$ cat src/core/axw_params.svh
// Response, burst and lock encodings and reset values for the AXI3 write slave.
`ifndef AXW_PARAMS_SVH
`define AXW_PARAMS_SVH
`define AXW_RESP_OKAY    2'h0
`define AXW_RESP_EXOKAY  2'h1
`define AXW_RESP_SLVERR  2'h2
`define AXW_RESP_DECERR  2'h3
`define AXW_BURST_FIXED  2'h0
`define AXW_BURST_INCR   2'h1
`define AXW_BURST_WRAP   2'h2
`define AXW_LOCK_EXCL    2'h1
`define AXW_ADDR_RESET   32'h0000_0000
`define AXW_ID_RESET     4'h0
`define AXW_LEN_RESET    4'h0
`endif

$ cat src/core/axw_pkg.sv
// Types shared by the AXI3 write slave modules.
package axw_pkg;
	typedef enum logic [2:0] {
		AXW_ADDR = 3'b001,
		AXW_DATA = 3'b010,
		AXW_RESP = 3'b100
	} axw_state_e;
	typedef logic [3:0]  axw_id_t;
	typedef logic [31:0] axw_addr_t;
	typedef logic [31:0] axw_data_t;
	typedef logic [3:0]  axw_strb_t;
	typedef logic [1:0]  axw_resp_t;
endpackage

$ cat src/core/axw_beat_if.sv
// Beat carrier between the channel engine and the address stepper.
`timescale 1ns/1ns
`default_nettype none
interface axw_beat_if;
	import axw_pkg::*;
	logic      load;
	logic      step;
	axw_addr_t start;
	logic [2:0] size;
	logic [1:0] burst;
	logic [3:0] len;
	axw_addr_t addr;
	modport eng (output load, output step, output start, output size, output burst,
		output len, input addr);
	modport stp (input load, input step, input start, input size, input burst,
		input len, output addr);
endinterface
`default_nettype wire

$ cat src/core/axw_addr_step.sv
// Beat address generator for fixed, incrementing and wrapping bursts.
`timescale 1ns/1ns
`default_nettype none
`include "axw_params.svh"
module axw_addr_step (
	input  wire logic clock,
	input  wire logic reset,
	axw_beat_if.stp   bt
);
	import axw_pkg::*;
	axw_addr_t addr_q;
	axw_addr_t addr_d;
	logic [2:0] size_q;
	logic [2:0] size_d;
	logic [1:0] burst_q;
	logic [1:0] burst_d;
	logic [3:0] len_q;
	logic [3:0] len_d;
	axw_addr_t inc;
	axw_addr_t wmask;
	always_comb begin
		addr_d = addr_q;
		size_d = size_q;
		burst_d = burst_q;
		len_d = len_q;
		inc = 32'h0000_0001 << size_q;
		wmask = ({28'h000_0000, len_q} + 32'h0000_0001) * inc - 32'h0000_0001;
		if (bt.load) begin
			addr_d = bt.start;
			size_d = bt.size;
			burst_d = bt.burst;
			len_d = bt.len;
		end else if (bt.step) begin
			// Address of later beats is derived here, never taken from the bus.
			if (burst_q == `AXW_BURST_INCR) begin
				addr_d = (addr_q & ~(inc - 32'h0000_0001)) + inc;
			end else if (burst_q == `AXW_BURST_WRAP) begin
				addr_d = (addr_q & ~wmask) | ((addr_q + inc) & wmask);
			end
		end
	end
	always_ff @(posedge clock) begin
		if (reset) begin
			addr_q <= `AXW_ADDR_RESET;
			size_q <= 3'h0;
			burst_q <= 2'h0;
			len_q <= `AXW_LEN_RESET;
		end else begin
			addr_q <= addr_d;
			size_q <= size_d;
			burst_q <= burst_d;
			len_q <= len_d;
		end
	end
	assign bt.addr = addr_q;
endmodule
`default_nettype wire

$ cat src/core/axw_slave.sv
// AXI3 write channel slave that hands accepted beats to user logic.
`timescale 1ns/1ns
`default_nettype none
`include "axw_params.svh"
module axw_slave (
	input  wire logic             clock,
	input  wire logic             reset,
	input  wire axw_pkg::axw_id_t   awid,
	input  wire axw_pkg::axw_addr_t awaddr,
	input  wire logic [3:0]       awlen,
	input  wire logic [2:0]       awsize,
	input  wire logic [1:0]       awburst,
	input  wire logic [1:0]       awlock,
	input  wire logic [3:0]       awcache,
	input  wire logic [2:0]       awprot,
	input  wire logic             awvalid,
	output logic                  awready,
	input  wire axw_pkg::axw_id_t   wid,
	input  wire axw_pkg::axw_data_t wdata,
	input  wire axw_pkg::axw_strb_t wstrb,
	input  wire logic             wlast,
	input  wire logic             wvalid,
	output logic                  wready,
	output axw_pkg::axw_id_t        bid,
	output axw_pkg::axw_resp_t      bresp,
	output logic                  bvalid,
	input  wire logic             bready,
	output logic                  user_we,
	output axw_pkg::axw_addr_t      user_addr,
	output axw_pkg::axw_data_t      user_data,
	output axw_pkg::axw_strb_t      user_strb,
	output logic [3:0]            user_cache,
	output logic [2:0]            user_prot
);
	import axw_pkg::*;
	axw_beat_if bt ();
	axw_addr_step u_step (
		.clock (clock),
		.reset (reset),
		.bt    (bt)
	);
	axw_state_e state_q;
	axw_state_e state_d;
	axw_id_t    id_q;
	axw_id_t    id_d;
	logic [3:0] left_q;
	logic [3:0] left_d;
	axw_resp_t  resp_q;
	axw_resp_t  resp_d;
	logic [3:0] cache_q;
	logic [3:0] cache_d;
	logic [2:0] prot_q;
	logic [2:0] prot_d;
	logic       we_q;
	logic       we_d;
	axw_addr_t  uaddr_q;
	axw_addr_t  uaddr_d;
	axw_data_t  udata_q;
	axw_data_t  udata_d;
	axw_strb_t  ustrb_q;
	axw_strb_t  ustrb_d;
	logic       aw_hs;
	logic       w_hs;
	logic       b_hs;
	// Handshakes complete only where valid and ready are both high.
	assign aw_hs = awvalid && (state_q == AXW_ADDR);
	assign w_hs = wvalid && (state_q == AXW_DATA);
	assign b_hs = bready && (state_q == AXW_RESP);
	assign bt.load = aw_hs;
	assign bt.step = w_hs;
	assign bt.start = awaddr;
	assign bt.size = awsize;
	assign bt.burst = awburst;
	assign bt.len = awlen;
	always_comb begin
		state_d = state_q;
		id_d = id_q;
		left_d = left_q;
		resp_d = resp_q;
		cache_d = cache_q;
		prot_d = prot_q;
		we_d = 1'b0;
		uaddr_d = uaddr_q;
		udata_d = udata_q;
		ustrb_d = ustrb_q;
		case (state_q)
			AXW_ADDR: begin
				if (aw_hs) begin
					id_d = awid;
					left_d = awlen;
					cache_d = awcache;
					prot_d = awprot;
					// No exclusive monitor is kept, so exclusive writes get a normal OKAY.
					resp_d = `AXW_RESP_OKAY;
					state_d = AXW_DATA;
				end
			end
			AXW_DATA: begin
				if (w_hs) begin
					we_d = 1'b1;
					uaddr_d = bt.addr;
					udata_d = wdata;
					ustrb_d = wstrb;
					// A stray ID or a misplaced last flag marks the burst as a slave error.
					if ((wid != id_q) || (wlast != (left_q == 4'h0))) begin
						resp_d = `AXW_RESP_SLVERR;
					end
					left_d = left_q - 4'h1;
					// The response waits for the final beat.
					if (left_q == 4'h0) begin
						state_d = AXW_RESP;
					end
				end
			end
			AXW_RESP: begin
				if (b_hs) begin
					state_d = AXW_ADDR;
				end
			end
			default: begin
				state_d = AXW_ADDR;
			end
		endcase
	end
	always_ff @(posedge clock) begin
		if (reset) begin
			state_q <= AXW_ADDR;
			id_q <= `AXW_ID_RESET;
			left_q <= `AXW_LEN_RESET;
			resp_q <= `AXW_RESP_OKAY;
			cache_q <= 4'h0;
			prot_q <= 3'h0;
			we_q <= 1'b0;
			uaddr_q <= `AXW_ADDR_RESET;
			udata_q <= 32'h0000_0000;
			ustrb_q <= 4'h0;
		end else begin
			state_q <= state_d;
			id_q <= id_d;
			left_q <= left_d;
			resp_q <= resp_d;
			cache_q <= cache_d;
			prot_q <= prot_d;
			we_q <= we_d;
			uaddr_q <= uaddr_d;
			udata_q <= udata_d;
			ustrb_q <= ustrb_d;
		end
	end
	// Ready and valid are decoded straight from one-hot state flops.
	assign awready = state_q[0];
	assign wready = state_q[1];
	assign bvalid = state_q[2];
	assign bid = id_q;
	assign bresp = resp_q;
	assign user_we = we_q;
	assign user_addr = uaddr_q;
	assign user_data = udata_q;
	assign user_strb = ustrb_q;
	assign user_cache = cache_q;
	assign user_prot = prot_q;
	AST_ONE_READY: assert property (@(posedge clock) disable iff (reset)
		$onehot({awready, wready, bvalid}))
		else $error("more than one channel active");
	AST_ADDR_TO_DATA: assert property (@(posedge clock) disable iff (reset)
		(awvalid && awready) |=> (wready && !awready))
		else $error("address accept did not open data phase");
	AST_BID_MATCH: assert property (@(posedge clock) disable iff (reset)
		(awvalid && awready) |=> (bid == $past(awid)))
		else $error("response id differs from address id");
	AST_RESP_AFTER_LAST: assert property (@(posedge clock) disable iff (reset)
		$rose(bvalid) |-> $past(wvalid && wready))
		else $error("response without final beat");
	AST_SINGLE_BEAT: assert property (@(posedge clock) disable iff (reset)
		(awvalid && awready && awlen == 4'h0) ##1 (wvalid && wready) |=> bvalid)
		else $error("single beat burst gave no response");
	AST_BVALID_HOLD: assert property (@(posedge clock) disable iff (reset)
		(bvalid && !bready) |=> (bvalid && $stable(bid) && $stable(bresp)))
		else $error("response dropped before ready");
	AST_BAD_ID_ERR: assert property (@(posedge clock) disable iff (reset)
		(wvalid && wready && wid != bid) |-> ##[1:32] (bvalid && bresp == `AXW_RESP_SLVERR))
		else $error("mismatched data id not reported");
	AST_USER_WRITE: assert property (@(posedge clock) disable iff (reset)
		(wvalid && wready) |=> (user_we && user_data == $past(wdata)
			&& user_strb == $past(wstrb)))
		else $error("accepted beat not passed to user");
	AST_INCR_STEP: assert property (@(posedge clock) disable iff (reset)
		(awvalid && awready && awburst == `AXW_BURST_INCR && awsize == 3'h2
			&& awaddr[1:0] == 2'h0) ##1 (wvalid && wready) ##1 (wvalid && wready)
			|=> (user_addr == $past(awaddr, 3) + 32'h0000_0004))
		else $error("incrementing step wrong");
	COV_SINGLE: cover property (@(posedge clock) disable iff (reset)
		(awvalid && awready && awlen == 4'h0) ##1 (wvalid && wready) ##1 (bvalid && bready));
	COV_BURST4: cover property (@(posedge clock) disable iff (reset)
		(awvalid && awready && awlen == 4'h3) ##[4:20] (bvalid && bready));
	COV_BSTALL: cover property (@(posedge clock) disable iff (reset)
		(bvalid && !bready) ##1 (bvalid && bready));
	COV_WRAP: cover property (@(posedge clock) disable iff (reset)
		(awvalid && awready && awburst == `AXW_BURST_WRAP));
endmodule
`default_nettype wire

$ cat config.mk
export PLATFORM = sky130hd
export DESIGN_NAME = axw_slave
export DESIGN_NICKNAME = d
export VERILOG_FILES = /design/src/core/axw_pkg.sv /design/src/core/axw_beat_if.sv /design/src/core/axw_addr_step.sv /design/src/core/axw_slave.sv
export VERILOG_INCLUDE_DIRS = /design/src /design/src/core
export SDC_FILE = /design/constraint.sdc
export NUM_CORES = 1
export LEC_CHECK = 0
export ABC_AREA = 1
export BUFFER_PORTS_ARGS = -buffer_cell sky130_fd_sc_hd__buf_4
export CAP_MARGIN = 15
export CELL_PAD_IN_SITES_DETAIL_PLACEMENT = 2
export CELL_PAD_IN_SITES_GLOBAL_PLACEMENT = 2
export CORE_MARGIN = 2
export CORE_UTILIZATION = 30
export CTS_BUF_LIST = sky130_fd_sc_hd__clkbuf_8
export CTS_CLUSTER_DIAMETER = 200
export DETAILED_ROUTE_END_ITERATION = 16
export GPL_ROUTABILITY_DRIVEN = 0
export PLACE_DENSITY = 0.8
export SYNTH_ARGS = -nofsm -noshare
export SYNTH_HDL_FRONTEND = slang
export SYNTH_SLANG_ARGS = --single-unit
$ cat constraint.sdc
create_clock -name clock -period 5.15 [get_ports clock]
set_clock_uncertainty 0.2 [all_clocks]
set_input_delay 1.03 -clock clock [delete_from_list [all_inputs] [get_ports clock]]
set_output_delay 1.03 -clock clock [all_outputs]
set_load 0.005 [all_outputs]
==> flow_summary.toml <==
[run_status]
status = "finished clean"

[synth]
synth_flop_cell = "dfxtp_1"
ys_types = 46
synth-simple-area-share_pct = 35.08
yosys_warnings = 0
async_flop_share_pct = 0
synthAdderAreaFrac_pct = 10.54
yosysTopAreaCellShare_pct = 27.47
yosysMostFrequentCell = "nand2_1"
synth_top_area_cell = "dfxtp_1"
synth_mux_area_share_pct = 0
yosys_register_bits = 129
synthXorXnorAreaFrac_pct = 2.422
synth_top_family_by_area = "simple AND/OR/NAND/NOR gates"
postSynthAreaPerCell_um2 = 6.314
synthCells = 1489
synth_area_um2 = 9402
synth_common_cells = "nand2_1 (377), inv_1 (171), nand3_1 (165)"
synth_compound_area_share_pct = 13.80
ys_seq_area_share_pct = 27.47
synthTopCellsByArea = "dfxtp_1 (27%), nand2_1 (15%), nand3_1 (8.8%)"
syn_nets = 1655
synth_edf_count = 0

[clock_network]
cts-root-buf = "clkbuf_8"
cts_buffers = 17
clockBufferDepth = 2
clk_pin_slew_ps = 90
cts_tree = "done"
htreeDepth = 4
clock_sinks = 129
ctsHoldBuffers = 0
insertion_delay_ps = 490

[global_route]
grt.total_usage_pct = 23.66
overflow = 0
antenna_found_initial = 0
grt_max_degree = 74
grt_pass1_wl_mm = 61.79
grt_pass1_vias = 11670

[die]
die_area_um2 = 32770
die_h_um = 181.0
core_um2 = 30750
num_rows = 64
start_util_pct = 30.57
boundaryPins = 185
die_x_um = 181.0

[sta]
worst_pin_slew_ps = 907.8
rsz0062_at_grt = "false"
worst_slack_ps = 355.0
setup_viol = 0
drv_slew = 0
finalSetupTns_ps = 0
whs_ps = 267.0
hold_viol_final = 0
fin_crit_sh_pct = 93.11
relSlewSlack_pct = 39.41
fin_crit_ps = 4795
fmax_ghz = 0.2086

[critical_path]
reg2reg_slack_ps = 350
cp_data_arrival_time_ps = 4970
start_kind = "flop"
worst_setup_path_end_kind = "flop"
r2r_start = "u_step.len_q[1]$_SDFFE_PP0P_"
worstSetupPathType = "reg2reg"
rr_worst_depth = 19
critical_path.max_fanout = 5
worstPathRequired_ps = 5320

[worst_hold_path]
whs_path_depth = 2
holdPathEnd = "user_data[10]$_SDFFE_PP0P_"
hp-class = "reg2reg"
min-delay-start = "user_data[10]$_SDFFE_PP0P_"

[placement]
post-place-ws_ps = 106.4
portBuffers = 181
hpwl_mm = 28.70

[detailed_routing]
totalWireLength_mm = 38.31
drt_first_pass_iters = 4
drt_iter0_drc = 381
wire_per_inst_um = 18.73
route.vias.total = 10520
postRouteAntennaNets = 0
drc = 0
vias_per_cell = 5.140

[pwr]
power_density_nw_per_um2 = 302.3
leakage_nw = 5.372
irDropWorstVdd_uv = 195.0

[final_layout]
drive_above_1_share_pct = 17.64
fillerInstances = 3815
syn_to_final_growth_pct = 22.69
antenna_cells = 0
nets = 1803

[job]
maxCapViolCount = 0
==> how the worst max path moves through the flow <==
stage | slack, ps | cells after the start | endpoint | start
floorplan | 590 | 22 | flop | u_step.len_q[0]$_SDFFE_PP0P_
global placement | 210 | 23 | flop | u_step.size_q[0]$_SDFFE_PP0P_
detailed placement | 110 | 22 | flop | u_step.len_q[1]$_SDFFE_PP0P_
CTS | 20 | 19 | flop | u_step.size_q[2]$_SDFFE_PP0P_
global route | 8 | 24 | flop | u_step.len_q[0]$_SDFFE_PP0P_
finish | 350 | 19 | flop | u_step.len_q[1]$_SDFFE_PP0P_
==> layer usage <==
layer / share of wire (%) / up-vias / global-route usage, %
li1: - / 5072 / -
met1: 43 / 5194 / 27.61
met2: 49 / 202 / 42.52
met3: 5.5 / 49 / 6.410
met4: 1.9 / 0 / 6.439
met5: 0 / - / 0
==> critical path, stage by stage, from the launching register on <==
cell,delay (ps)
dfxtp_1,340
ha_2,330
inv_1,90
buf_4,170
nor2_1,160
fa_1,450
fa_1,490
inv_1,50
fa_1,530
inv_1,40
ha_1,380
a21oi_2,190
a21boi_1,340
o21ai_0,130
nand2_1,80
nand2_1,140
o21ai_0,210
clkinv_1,140
o21ai_1,180
a21oi_1,70
==> cells by family after synthesis <==
family,count (synthesis)
AND/OR/NAND/NOR,769
buffers and inverters,253
AO/OA/AOI/OAI,245
flip-flops,129
adder cells (fa/ha/maj),66
XOR/XNOR,26
other,1
==> metrics by stage <==
step	instance area [um^2]	total power, mW	utilization (%)	instances
CTS	11480	3.525	37.34	2045
finish	11530	3.487	37.51	2046
floorplan	9402	2.009	-	1489
global route	11530	3.750	37.51	2046
detailed placement	11080	2.567	36.04	2013
global placement	11080	2.505	36.04	2013
==> cells in the final DEF (no fill, tap or decap), types with 22 or more instances in the layout <==
cell type / synthesis / layout
inv_1: 171 / 169
nand2_1: 377 / 376
nor2_1: 161 / 156
dfxtp_1: 129 / 126
o21ai_0: 56 / 54
fa_1: 22 / 22
nand3_1: 165 / 164
buf_4: 5 / 200
a21oi_1: 148 / 146
ha_1: 44 / 42
==> layout make-up <==
type                       instances  area, um^2  area share (%)
clock buffer                      17       234.0           2.028
clock inverter                    15       165.2           1.432
inverter                         182       683.2           5.923
multi-input combinational       1107        5867           50.86
sequential                       129        2589           22.44
tap                              396       495.5           4.295
timing repair buffer             200        1501           13.02
==> repair_timing <==
action	4_1_cts	5_1_grt
resized for setup	0	20
endpoints found under the hold margin	0	0
setup buffers	0	1
setup endpoints to repair	0	24
==> report_power, final <==
| part | total, mW | switching, mW | internal, mW |
|---|---|---|---|
| Combinational | 1.39 | 0.898 | 0.494 |
| Clock | 0.938 | 0.532 | 0.406 |
| Sequential | 1.16 | 0.100 | 1.06 |
| Total | 3.49 | 1.53 | 1.96 |
Note: power is estimated with default switching activity, not from simulation.
